`config.mk`:
```
export PLATFORM = sky130hd
export DESIGN_NAME = opc_top
export DESIGN_NICKNAME = d
export VERILOG_FILES = /design/src/include/opc_pkg.sv /design/src/hdl/opc_top.sv /design/src/hdl/opc_stab_filter.sv
export VERILOG_INCLUDE_DIRS = /design/src /design/src/include
export SDC_FILE = /design/constraint.sdc
export NUM_CORES = 1
export LEC_CHECK = 0
export BUFFER_PORTS_ARGS = -buffer_cell sky130_fd_sc_hd__buf_4
export CAP_MARGIN = 5
export CORE_UTILIZATION = 55
export DETAILED_ROUTE_END_ITERATION = 12
export GPL_TIMING_DRIVEN = 0
export PLACE_DENSITY = 0.88
export SLEW_MARGIN = 30
export SYNTH_ARGS = -nofsm -noshare
export SYNTH_HDL_FRONTEND = slang
export SYNTH_SLANG_ARGS = --single-unit
```
`constraint.sdc`:
```
create_clock -name clk -period 4.5 [get_ports clk]
set_input_delay 0.225 -clock clk [delete_from_list [all_inputs] [get_ports clk]]
set_output_delay 0.225 -clock clk [all_outputs]
set_load 0.01 [all_outputs]
```
`src/include/opc_params.svh`:
```
// Constants for the output port conditioner: offsets, field positions, resets, timing
`ifndef OPC_PARAMS_SVH
`define OPC_PARAMS_SVH

`define OPC_NUM_PORTS        8
`define OPC_PORT_IDX_MAX     7
// Register bus offsets (byte offsets on a plain port, 8-bit address)
`define OPC_ADDR_CMD         8'h00
`define OPC_ADDR_PORT_CFG    8'h04
`define OPC_ADDR_PASSWORD    8'h08
`define OPC_ADDR_STATUS      8'h0C
`define OPC_ADDR_OUT         8'h10
`define OPC_ADDR_CFG_RD      8'h14
// Command word fields
`define OPC_CMD_IDX_LSB      0
`define OPC_CMD_OP_LSB       4
`define OPC_CMD_FN_LSB       8
`define OPC_CMD_POL_BIT      13
`define OPC_CMD_ST_LSB       16
// Function codes: 0 none, 1..24 the status list
`define OPC_FN_NONE          5'h00
`define OPC_FN_DRIVER_READY  5'h01
`define OPC_FN_NORMAL_STATE  5'h16
`define OPC_FN_LAST          5'h18
// Factory defaults
`define OPC_RST_FN           5'h00
`define OPC_RST_FN_PORT0     5'h01
`define OPC_RST_POL          1'b0
`define OPC_RST_ST           14'h0000
`define OPC_PASSWORD_KEY     32'h0000A5A5
// Stability time in 0.1 ms units, 0.0 to 1000.0 ms
`define OPC_ST_MAX           14'h2710
`define OPC_CLK_HZ           25000000
`define OPC_ST_UNIT_NS       100000
`define OPC_CLK_NS           40
`define OPC_TICK_CYCLES      (`OPC_ST_UNIT_NS / `OPC_CLK_NS)

`endif

```
`src/include/opc_pkg.sv`:
```
// Types for the output port conditioner
package opc_pkg;

  typedef enum logic [1:0] {
    OPC_OP_EDIT      = 2'h0,
    OPC_OP_RESET_ONE = 2'h1,
    OPC_OP_RESET_ALL = 2'h2,
    OPC_OP_NOP       = 2'h3
  } opc_op_t;

  typedef struct packed {
    logic [4:0]  port_function_select;
    logic        output_logic_select;
    logic [13:0] stability_time;
  } opc_port_cfg_t;

  typedef struct packed {
    logic [2:0] idx;
    opc_op_t    op;
    logic [4:0] fn;
    logic       pol;
    logic [13:0] st;
    logic       idx_bad;
  } opc_cmd_t;

endpackage

```
`src/hdl/opc_top.sv`:
```
// Output port conditioner: port configuration store and eight conditioned outputs
//
// Function
// - Eight ports 0-7; reject out-of-range index
// - Edit command updates one port only
// - Single-port reset needs password first
// - Reset-all restores every port, needs password
// - Decide selected condition detected per port
// - Qualify after uninterrupted stability time, 0-1000ms
// - Drive port open/closed from polarity
// - Polarity 0 positive, 1 negative
// - Function none or one listed condition
// - Port zero only driver-ready or normal
// - Port zero polarity and time fixed
//
// Local design decisions: the address-and-strobe port and the register offsets.
`timescale 1ns/1ps
`include "opc_params.svh"

module opc_top (
  input  wire logic        clk,
  input  wire logic        rst,
  input  wire logic [7:0]  addr,
  input  wire logic [31:0] wdata,
  input  wire logic        wr,
  input  wire logic        rd,
  output logic [31:0]      rdata,
  input  wire logic [24:0] status_conditions,
  output logic [7:0]       port_out
);

  // ----------------------------------------------------------------
  // Condition sampling
  // ----------------------------------------------------------------
  // Conditions come from the drive core on this clock; bit 0 is unused
  // so that function code N maps straight onto bit N.
  logic [2:0]  cfg_sel_q;
  logic        unlocked_q;
  logic        last_err_q;
  logic        last_ok_q;

  opc_pkg::opc_port_cfg_t cfg_q [`OPC_NUM_PORTS];

  function automatic logic fn_legal(input logic [2:0] idx, input logic [4:0] fn);
    if (idx == 3'h0) begin
      fn_legal = (fn == `OPC_FN_DRIVER_READY) || (fn == `OPC_FN_NORMAL_STATE);
    end else begin
      fn_legal = (fn <= `OPC_FN_LAST);
    end
  endfunction

  function automatic opc_pkg::opc_port_cfg_t cfg_default(input logic [2:0] idx);
    cfg_default.port_function_select = (idx == 3'h0) ? `OPC_RST_FN_PORT0 : `OPC_RST_FN;
    cfg_default.output_logic_select  = `OPC_RST_POL;
    cfg_default.stability_time       = `OPC_RST_ST;
  endfunction

  // ----------------------------------------------------------------
  // Command decode
  // ----------------------------------------------------------------
  opc_pkg::opc_cmd_t cmd;
  wire wr_cmd  = wr && (addr == `OPC_ADDR_CMD);
  wire wr_pass = wr && (addr == `OPC_ADDR_PASSWORD);

  assign cmd.idx     = wdata[`OPC_CMD_IDX_LSB +: 3];
  assign cmd.idx_bad = wdata[`OPC_CMD_IDX_LSB + 3];
  assign cmd.op      = opc_pkg::opc_op_t'(wdata[`OPC_CMD_OP_LSB +: 2]);
  assign cmd.fn      = wdata[`OPC_CMD_FN_LSB +: 5];
  assign cmd.pol     = wdata[`OPC_CMD_POL_BIT];
  assign cmd.st      = wdata[`OPC_CMD_ST_LSB +: 14];

  wire st_ok   = (cmd.st <= `OPC_ST_MAX);
  // Port zero keeps its polarity and time: any attempt to change them fails
  wire p0_fix  = (cmd.idx != 3'h0) ||
                 ((cmd.pol == `OPC_RST_POL) && (cmd.st == `OPC_RST_ST));
  wire edit_ok = wr_cmd && (cmd.op == opc_pkg::OPC_OP_EDIT) && !cmd.idx_bad &&
                 fn_legal(cmd.idx, cmd.fn) && st_ok && p0_fix;
  wire rs1_ok  = wr_cmd && (cmd.op == opc_pkg::OPC_OP_RESET_ONE) && !cmd.idx_bad &&
                 unlocked_q;
  wire rsa_ok  = wr_cmd && (cmd.op == opc_pkg::OPC_OP_RESET_ALL) && unlocked_q;
  wire cmd_ok  = edit_ok || rs1_ok || rsa_ok;
  wire is_nop  = (cmd.op == opc_pkg::OPC_OP_NOP);

  // ----------------------------------------------------------------
  // Configuration store
  // ----------------------------------------------------------------
  always_ff @(posedge clk) begin
    if (rst) begin
      for (int i = 0; i < `OPC_NUM_PORTS; i++) begin
        cfg_q[i] <= cfg_default(3'(i));
      end
    end else begin
      for (int i = 0; i < `OPC_NUM_PORTS; i++) begin
        if (rsa_ok || (rs1_ok && cmd.idx == 3'(i))) begin
          cfg_q[i] <= cfg_default(3'(i));
        end else if (edit_ok && cmd.idx == 3'(i)) begin
          cfg_q[i] <= '{cmd.fn, cmd.pol, cmd.st};
        end
      end
    end
  end

  // Password unlocks only the next command write; an edit or no-op there spends it too
  always_ff @(posedge clk) begin
    if (rst) begin
      unlocked_q <= 1'b0;
      last_err_q <= 1'b0;
      last_ok_q  <= 1'b0;
      cfg_sel_q  <= 3'h0;
    end else begin
      if (wr_pass) begin
        unlocked_q <= (wdata == `OPC_PASSWORD_KEY);
      end else if (wr_cmd) begin
        unlocked_q <= 1'b0;
      end
      if (wr_cmd && !is_nop) begin
        last_ok_q  <= cmd_ok;
        last_err_q <= !cmd_ok;
      end
      if (wr && addr == `OPC_ADDR_PORT_CFG) begin
        cfg_sel_q <= wdata[2:0];
      end
    end
  end

  // ----------------------------------------------------------------
  // Stability time base: one tick per 0.1 ms
  // ----------------------------------------------------------------
  localparam int TICK_N = `OPC_TICK_CYCLES;
  logic [11:0] tick_cnt_q;
  wire         tick = (tick_cnt_q == 12'(TICK_N - 1));

  always_ff @(posedge clk) begin
    if (rst) begin
      tick_cnt_q <= 12'h000;
    end else begin
      tick_cnt_q <= tick ? 12'h000 : tick_cnt_q + 12'h001;
    end
  end

  // ----------------------------------------------------------------
  // Per-port conditioning
  // ----------------------------------------------------------------
  logic [7:0] detected;
  logic [7:0] qualified;

  genvar g;
  generate
    for (g = 0; g < `OPC_NUM_PORTS; g++) begin : g_port
      // No function leaves the port inactive
      assign detected[g] = (cfg_q[g].port_function_select != `OPC_FN_NONE) &&
                           status_conditions[cfg_q[g].port_function_select];
      opc_stab_filter u_filt (
        .clk                 (clk),
        .rst                 (rst),
        .tick                (tick),
        .detected            (detected[g]),
        .stability_time      (cfg_q[g].stability_time),
        .output_logic_select (cfg_q[g].output_logic_select),
        .port_closed         (port_out[g]),
        .qualified           (qualified[g])
      );
    end
  endgenerate

  // ----------------------------------------------------------------
  // Read port
  // ----------------------------------------------------------------
  wire opc_pkg::opc_port_cfg_t sel_cfg = cfg_q[cfg_sel_q];
  logic [31:0] rd_mux;

  always_comb begin
    unique case (addr)
      `OPC_ADDR_STATUS:   rd_mux = {29'h0, unlocked_q, last_err_q, last_ok_q};
      `OPC_ADDR_OUT:      rd_mux = {16'h0, qualified, port_out};
      `OPC_ADDR_PORT_CFG: rd_mux = {29'h0, cfg_sel_q};
      `OPC_ADDR_CFG_RD:   rd_mux = {16'h0, 2'h0, sel_cfg.stability_time} << 16 |
                                   {18'h0, sel_cfg.output_logic_select, 8'h0, 5'h0} |
                                   {19'h0, sel_cfg.port_function_select, 8'h0};
      default:            rd_mux = 32'h0000_0000;
    endcase
  end

  always_ff @(posedge clk) begin
    if (rst) begin
      rdata <= 32'h0000_0000;
    end else begin
      rdata <= rd ? rd_mux : 32'h0000_0000;
    end
  end
endmodule

```
`src/hdl/opc_stab_filter.sv`:
```
// One port's stability filter and polarity stage
`timescale 1ns/1ps
`include "opc_params.svh"

module opc_stab_filter (
  input  wire logic        clk,
  input  wire logic        rst,
  input  wire logic        tick,
  input  wire logic        detected,
  input  wire logic [13:0] stability_time,
  input  wire logic        output_logic_select,
  output logic             port_closed,
  output logic             qualified
);

  logic [13:0] cnt_q;
  logic [13:0] cnt_d;
  logic        qual_q;
  logic        qual_d;
  logic        pin_q;
  wire         reached = (cnt_q >= stability_time);

  // Any drop of the condition restarts the count
  always_comb begin
    cnt_d  = cnt_q;
    qual_d = qual_q;
    if (!detected) begin
      cnt_d  = 14'h0000;
      qual_d = 1'b0;
    end else if (stability_time == 14'h0000) begin
      qual_d = 1'b1;
    end else if (reached) begin
      qual_d = 1'b1;
    end else if (tick) begin
      cnt_d = cnt_q + 14'h0001;
    end
  end

  always_ff @(posedge clk) begin
    if (rst) begin
      cnt_q  <= 14'h0000;
      qual_q <= 1'b0;
      pin_q  <= 1'b0;
    end else begin
      cnt_q  <= cnt_d;
      qual_q <= qual_d;
      pin_q  <= qual_d ^ output_logic_select;
    end
  end

  assign port_closed = pin_q;
  assign qualified   = qual_q;

endmodule

```
; ---- Yosys cells after proc, flatten, opt, wreduce, memory -nomap -nowiden
; Memories as Yosys holds them, arrays and structs flattened. A register that Yosys moved wholly into a read port is not among the register bits.
; Index checks and enable logic that the tools add are counted.
[op_classes]
addsub = 9
order_cmp = 18
eq_ne = 19
n_mux = 120
n_bitwise = 52
reduce_logical = 94
[op_table]
columns = cell, count
row1 = $mux 20, 16
row2 = $logic_not 14->1, 9
row3 = $pmux 30 s4, 1
row4 = $add 14x1->14 const B, 8
row5 = $ge 14x14->1, 8
row6 = $mux 1, 93
row7 = $lt 5x6->1 const B, 8
row8 = $bmux 1 s5, 8
row9 = $reduce_bool 5->1, 8
row10 = $logic_and 1x1->1, 39
row11 = $eq 32x16->1 const B, 1
row12 = $or 30x13->30, 1
row13 = $or 30x14->30, 1
row14 = $not 1->1, 26
row15 = $reduce_and 3->1, 8
row16 = $reduce_or 2->1, 10
row17 = $eq 8x4->1 const B, 2
row18 = $eq 8x5->1 const B, 2
row19 = $or 1x1->1, 16
row20 = $le 14x14->1 const B, 1
row21 = $add 12x1->12 const B, 1
row22 = $eq 12x12->1 const B, 1
row23 = $eq 3x3->1 const B, 4
row24 = $logic_or 1x1->1, 12
row25 = other kinds (16), 28
[totals]
regBits = 178
mem_bits_rw = 160
in_bits = 69
output_inout_bits = 40
wordCells = 343
mem_count = 1
[memory_table]
columns = memory, depth, width, rd, rd_ports_with_merged_regs, wr, line_no
row1 = cfg_q, 8, 20, 9, 1, 8, opc_top.sv:42  ; opc_pkg::opc_port_cfg_t cfg_q [`OPC_NUM_PORTS];

; ---- Longest topological paths before layout
; Gate-level depths: netlist (run 1).
[depth]
word_depth = 13
ltp_mapped = 10
depth_no_buf = 8

; ---- Cells and area by module
; Synthesis (run 1) repeated with hierarchy kept, for this count alone.
[hier_totals]
cells_unflattened = 2005
hier_area_um2 = 20723.6
[modules_own_cells]
columns = mod, instances, cells_each, area_per_inst_um2, seq_area_each_um2
row1 = opc_top, 1, 790, 10928.0, 5825.6
row2 = opc_stab_filter (g_port[0].u_filt ...), 7, 153, 1229.9, 320.3
row3 = opc_stab_filter (g_port[5].u_filt), 1, 144, 1186.1, 320.3

; ---- Worst setup path before layout (run 1)
; OpenSTA, ideal clock, no wires.
[synth_timing]
kind = in2reg
from = in addr[7]
to = mem cfg_q[1][0] (netlist name) (enable)
setup_time_ns = 0.455
arrival_time_ns = 3.833
required_time_ns = 4.045
setup_slack_ns = 0.212
path_stages = 6
n_path_buf = 1
path_cell_list = or4_1 > nor4b_2 > nand2b_1 > a21o_1 > clkbuf_1 > o41ai_1
[synth_rtl]
columns = element, line_no
row1 = start: declaration, opc_top.sv:23  ; input wire logic [7:0] addr,
row2 = end: declaration, opc_top.sv:42

==> results.toml, run 1 <==
[clock_tree]
post_cts_buffers = 0
clockBufferDepth = 3
cts_buffers = 37
cts_tree = "built"
htree_num_levels = 2
postCtsHoldBufs = 0
clkSinkCount = 339
cts.clk_slew.worst_paths_ns = 0.07
cts_root_buffer = "clkbuf_16"
ctsResizeCount = 0
clock_latency_ns = 0.55

[floorplanning]
start_util_pct = 55.8
die_h_um = 192
io_pins = 109
core_area_um2 = 35500
fp-row-count = 69
die_w_um = 192
die_area_um2 = 36700

[drt]
drc = 0
avgViaCountPerCell = 6.60
wl_per_cell_um = 22.7
drt_iter0_drc = 2410
first_pass_iters = 6
via_count = 17128
routed_wl_um = 58900
final_antenna_net_count = 0

[global_route]
track_usage_pct = 32.4
grt_first_pass_wirelength_um = 92200
grt_max_degree = 21
grt_pass1_vias = 16877
antenna_found_initial = 0
overflow = 0

[synth]
synth.distinct_cells = 70
synthFlopType = "dfxtp_1"
netlist_area_um2 = 19800
syn_avg_cell_area_um2 = 10.2
seq_area_frac_synth_pct = 42.4
yosysTopAreaCellShare_pct = 24.3
synth_edf_count = 160
async_flop_share_pct = 0
yosys.area.top_type = "edfxtp_1"
yosysWarnings = 0
synth_area_leaders = "edfxtp_1 24%, dfxtp_1 18%, mux4_2 9.8%"
synth-seq-cells = 339
synthesis.instances = 1933

[power]
power_mw = 7.22
peakVddDrop_mv = 0.315
powerDensity_nw_per_um2 = 318
power_leakage_nw = 8.74

[placed_design]
hpwl_um = 43700
dpl_cell_area_um2 = 21400
gp_congestion = 0.980
dp_cells = 2528
place_ws_ns = 0.783
portBuffers = 101

[sta]
tightest_slew_ns = 1.05
setup_viol_count_final = 0
skew_ns = 0.0208
maxSlewHeadroom_pct = 30.3
layout_min_cycle_time_ns = 3.35
tns_ns = 0
rsz0062_at_grt = "false"
maxSlewViolCount = 0
setup_slack_ns = 1.15
fmax_mhz = 299
timing.final.crit_share_pct = 74.3
hold_viol = 0

[critical_path]
crit_arrival_ns = 3.77
start_kind = "flip-flop"
cp_top_family = "simple AND/OR/NAND/NOR gates"
path_buf_inv = 2
crit_path_max_fanout = 10
crit_required_ns = 4.92
slowest_delay_ns = 0.59
cp-end-kind = "flip-flop"
crit_slowest_cell = "a21oi_1"
crit_chain = "inv_1, ha_1, nand4_1, or4_1, a21oi_1, or2_2, clkbuf_1, o21bai_1, mux2_2"
critPathKind = "flip-flop to flip-flop"

[hold_path]
worst_hold_path_type = "input pin to flip-flop"

[cells_and_area]
area_growth_pct = 14.7
drive_gt1_share_pct = 15.7
final_nets = 2296
fillers = 2558
final_area_um2 = 22700
final_cells = 2596

[job]
maxCapViolCount = 0

[status]
status = "complete, no violations"
==> per-stage QoR <==
stage / hold slack (ns) / util [%]
3_5_place_dp: 0.481 / 60.3
2_1_floorplan: 0.399 / -
3_3_place_gp: 0.461 / 59.7
4_1_cts: 0.0315 / 63.9
6_report: 0.0405 / 64.0
5_1_grt: 0.0410 / 63.9
==> cells in the mapped netlist, types with 39 or more instances <==
cell type,number
a21oi_1,65
and2_1,86
and3_1,53
clkbuf_1,94
dfxtp_1,179
edfxtp_1,160
ha_1,121
inv_1,134
mux2i_1,57
mux4_2,86
nand2_1,73
nand4_1,69
nor2_1,235
nor4_1,102
o21ai_0,39
xnor2_1,88
==> worst paths after layout <==
path	start	to	slack [ns]	cells past startpoint
worst max register to register	cfg_q[3][12]	g_port[3].u_filt.port_closed	1.15	9
worst max-delay path	cfg_q[3][12]	g_port[3].u_filt.port_closed	1.15	9
worst min register to register	g_port[6].u_filt.port_closed	rdata[6]	0.49	1
worst min-delay path	wdata[10]	cfg_q[2][17]	0.04	2
==> where the power goes <==
group / leakage, nW / internal [mW] / switching [mW]
Combinational: 5.14 / 0.253 / 0.334
Sequential: 2.97 / 3.31 / 0.105
Clock: 0.638 / 1.87 / 1.34
Total: 8.74 / 5.44 / 1.78
==> placed cells by master, fill, tap and decap left out, types with 11 or more instances in the layout <==
cell         n
o31ai_1     12
mux4_2      86
nand2_1     73
nor4_1     102
ha_1       121
nor2_1     235
dfxtp_1    179
clkbuf_16   41
buf_4      114
edfxtp_1   160
and2_1      86
clkbuf_1    94
inv_1      135
mux2i_1     57
and3_1      53
nand3_1     32
o21ai_0     37
conb_1      18
a21oi_1     64
a21o_1      13
or4_1       16
o211ai_1    12
or2_2       11
nand4_1     69
buf_2       20
or3_1       15
nor3_1      22
xnor2_1     88
a211oi_1    18
==> layout make-up <==
type | count | area, µm² | area share [%]
multi-input cells | 1360 | 10600 | 46.5
flip-flops and latches | 339 | 8390 | 37.0
clock buffers | 49 | 1110 | 4.87
repair buffers | 117 | 882 | 3.89
well taps | 461 | 577 | 2.54
inverters | 134 | 503 | 2.22
plain buffers | 117 | 495 | 2.18
clock inverters | 18 | 188 | 0.827
diodes | 1 | 2.50 | 0.0110
==> routing by layer <==
metal	routed length [µm]	track usage, %
met4	4190	20.0
met2	26900	52.0
met5	0	0
met1	21100	39.8
met3	6800	6.98
==> kinds of logic (layout without fill, tap and decap cells) <==
| logic type | after synthesis | after routing | synth area share, % |
|---|---|---|---|
| xor+xnor | 94 | 94 | 4.16 |
| mux | 148 | 148 | 13.0 |
| compound gates | 207 | 207 | 6.77 |
| flops | 339 | 339 | 42.4 |
| fa+ha+maj | 121 | 121 | 7.65 |
| other cells | 1 | 19 | 0.0190 |
| simple gates | 772 | 772 | 21.0 |
| buf+inv | 251 | 435 | 5.03 |
==> flip-flops by register name, indices dropped and copies added, names as in the netlist, named ones only <==
| signal | cells |
|---|---|
| g_port.u_filt.port_closed | 8 |
| g_port.u_filt.qualified | 8 |
| cfg_q | 160 |
| g_port.u_filt.cnt_q | 112 |
| cfg_sel_q | 3 |
| last_err_q | 1 |
| rdata | 30 |
| tick_cnt_q | 12 |
| unlocked_q | 1 |
| last_ok_q | 1 |
No activity file was read; power rests on OpenSTA's default activity.
==> run 2: changes to the inputs <==
Settings changed: ABC_AREA from default to 1.
Clock period 4.5 ns to 2.7 ns, I/O delays scaled along.
==> results.toml, run 2 <==
[status]
status = "complete, no violations"

[global_route]
overflow = 0
grtUsageMet2_pct = 51.6
grtUsageMet1_pct = 42.2
track_usage_pct = 33.5
grt_pass1_vias = 19511
grt_busiest_layer = "met2"
grt_first_pass_wirelength_um = 102000
antenna_found_initial = 1
grt_use_met3_pct = 9.47
grt_max_degree = 21

[cells_and_area]
final_cell_mix = "655 x nand2_1, 348 x inv_1, 331 x nor2_1, 309 x a21oi_1, 225 x nand3_1"
largest_registers = "cfg_q: 160 flops, g_port.u_filt.cnt_q: 112 flops, rdata: 30 flops"
fillers = 3175
largest_reg_flops = 160
fin_util_pct = 64.0
seq_area_um2 = 8390
drive_gt1_share_pct = 9.83
area_growth_pct = 13.6
final_cells = 3653
final_nets = 3301
diodes = 0
regMostFlops = "cfg_q"
multi_input_area_um2 = 11100
final_common_cell = "nand2_1"

[synth]
yosysTopAreaCellShare_pct = 22.5
syn_avg_cell_area_um2 = 7.27
synthesis.instances = 2940
synth-seq-cells = 339
yosys.area.top_type = "edfxtp_1"
synth_edf_count = 160
synth.distinct_cells = 40
async_flop_share_pct = 0
synth_area_leaders = "edfxtp_1 22%, dfxtp_1 17%, nand2_1 12%"
ys_top_cells_by_count = "662 x nand2_1, 348 x inv_1, 331 x nor2_1, 309 x a21oi_1, 225 x nand3_1"
seq_area_frac_synth_pct = 39.3
synthFlopType = "dfxtp_1"
yosysWarnings = 0
netlist_area_um2 = 21400
yosysMostFrequentCell = "nand2_1"

[power]
peakVddDrop_mv = 0.431
netSwitchingFraction_pct = 25.9
clockPowerShare_pct = 44.8
p_seq_share_pct = 46.4
combPwrFrac_pct = 8.8
powerDensity_nw_per_um2 = 502
power_mw = 12.2
power_leakage_nw = 10.2
p_int_mw = 9.03
p_sw_mw = 3.16

[sta]
fin_hold_ws_ns = 0.00546
rsz0062_at_grt = "false"
hold_viol = 0
timing.final.crit_share_pct = 95.8
maxSlewHeadroom_pct = 48.8
tightest_slew_ns = 0.765
tns_ns = 0
layout_min_cycle_time_ns = 2.59
maxSlewViolCount = 0
fmax_mhz = 387
skew_ns = 0.0279
setup_viol_count_final = 0

[drt]
drt_iter0_drc = 2429
drc = 0
avgViaCountPerCell = 5.79
final_antenna_net_count = 0
wl_per_cell_um = 18.1
via_count = 21136
first_pass_iters = 9
routed_wl_um = 66000

[floorplanning]
core_area_um2 = 37900
start_util_pct = 56.3
die_w_um = 199
die_h_um = 199
die_area_um2 = 39600
fp-row-count = 71
io_pins = 109

[critical_path]
start_kind = "flip-flop"
crit_required_ns = 3.20
crit_path_max_fanout = 10
r2r_cells = 10
critPathKind = "flip-flop to flip-flop"
crit_arrival_ns = 3.09
cp-end-kind = "flip-flop"

[clock_tree]
htree_num_levels = 2
cts_buffers = 39
clkSinkCount = 339
clock_latency_ns = 0.59
post_cts_buffers = 0
cts_root_buffer = "clkbuf_16"
cts_tree = "built"
cts.clk_slew.worst_paths_ns = 0.06
clockBufferDepth = 3

[placed_design]
gp_congestion = 1.03
hpwl_um = 48700
portBuffers = 102
dp_cells = 3570

[job]
maxCapViolCount = 0

[hold_path]
min_path_cells = 6
worst_hold_path_type = "input pin to flip-flop"
[run 2: worst paths after layout]
kind | from | to | slack (ns)
worst max-delay path | tick_cnt_q[0] | g_port[7].u_filt.cnt_q[7] | 0.11
worst min-delay path | wdata[30] | unlocked_q | 0.005
worst max register to register | tick_cnt_q[0] | g_port[7].u_filt.cnt_q[7] | 0.11
worst min register to register | g_port[4].u_filt.port_closed | rdata[4] | 0.45
[run 2: worst max-delay path, cell delays in order, from the launching register on]
cell      delay (ns)
dfxtp_1         0.33
ha_1            0.21
inv_1           0.09
nor3_1          0.05
nand4_1         0.28
clkinv_1        0.34
buf_4           0.32
nand3_1         0.19
clkbuf_1        0.42
nand2_1         0.12
a21oi_1         0.15
[run 2: cells by family after synthesis]
| kind of cell | share of synthesized area (%) |
|---|---|
| AO/OA/AOI/OAI | 12.0 |
| XOR/XNOR | 4.10 |
| adder cells (fa/ha/maj) | 7.09 |
| buffers and inverters | 9.42 |
| flip-flops | 39.3 |
| other | 0.0176 |
| AND/OR/NAND/NOR | 28.1 |
[run 2: power by group through the flow]
stage	clock (mW)	combinational (mW)	sequential (mW)
after floorplan	0	0.639	5.70
after global placement	0	0.992	5.76
after detailed placement	0	1.01	5.76
after CTS	5.46	1.03	5.65
after global routing	5.68	1.17	5.67
final	5.46	1.07	5.66
[run 2: cell type report]
cell class	instances	share of cell area, %
clock inverter	27	1.09
tap	511	2.63
timing repair buffer	113	3.61
sequential	339	34.6
buffer	108	2.48
multi-input combinational	2134	45.5
inverter	376	5.81
clock buffer	45	4.29
[run 2: what timing repair did]
item / in CTS / in global routing
endpoints found under the hold margin: 29 / 0
setup endpoints to repair: 0 / 100
gates resized for setup: 0 / 5
hold buffers: 11 / 0
[run 2: routing by layer]
metal	share of wire [%]	vias up
li1	-	10051
met1	38	9500
met2	43	1304
met3	13	281
met4	5.7	0
met5	0	-
[run 2: metrics by stage]
| step | cell area [µm²] | setup slack [ns] |
|---|---|---|
| after global placement | 22800 | -1.18 |
| after CTS | 24300 | 0.00817 |
| final | 24300 | 0.114 |
| after global routing | 24300 | 0.0312 |
| after detailed placement | 22800 | -0.213 |
| after floorplan | 21400 | 0.0729 |
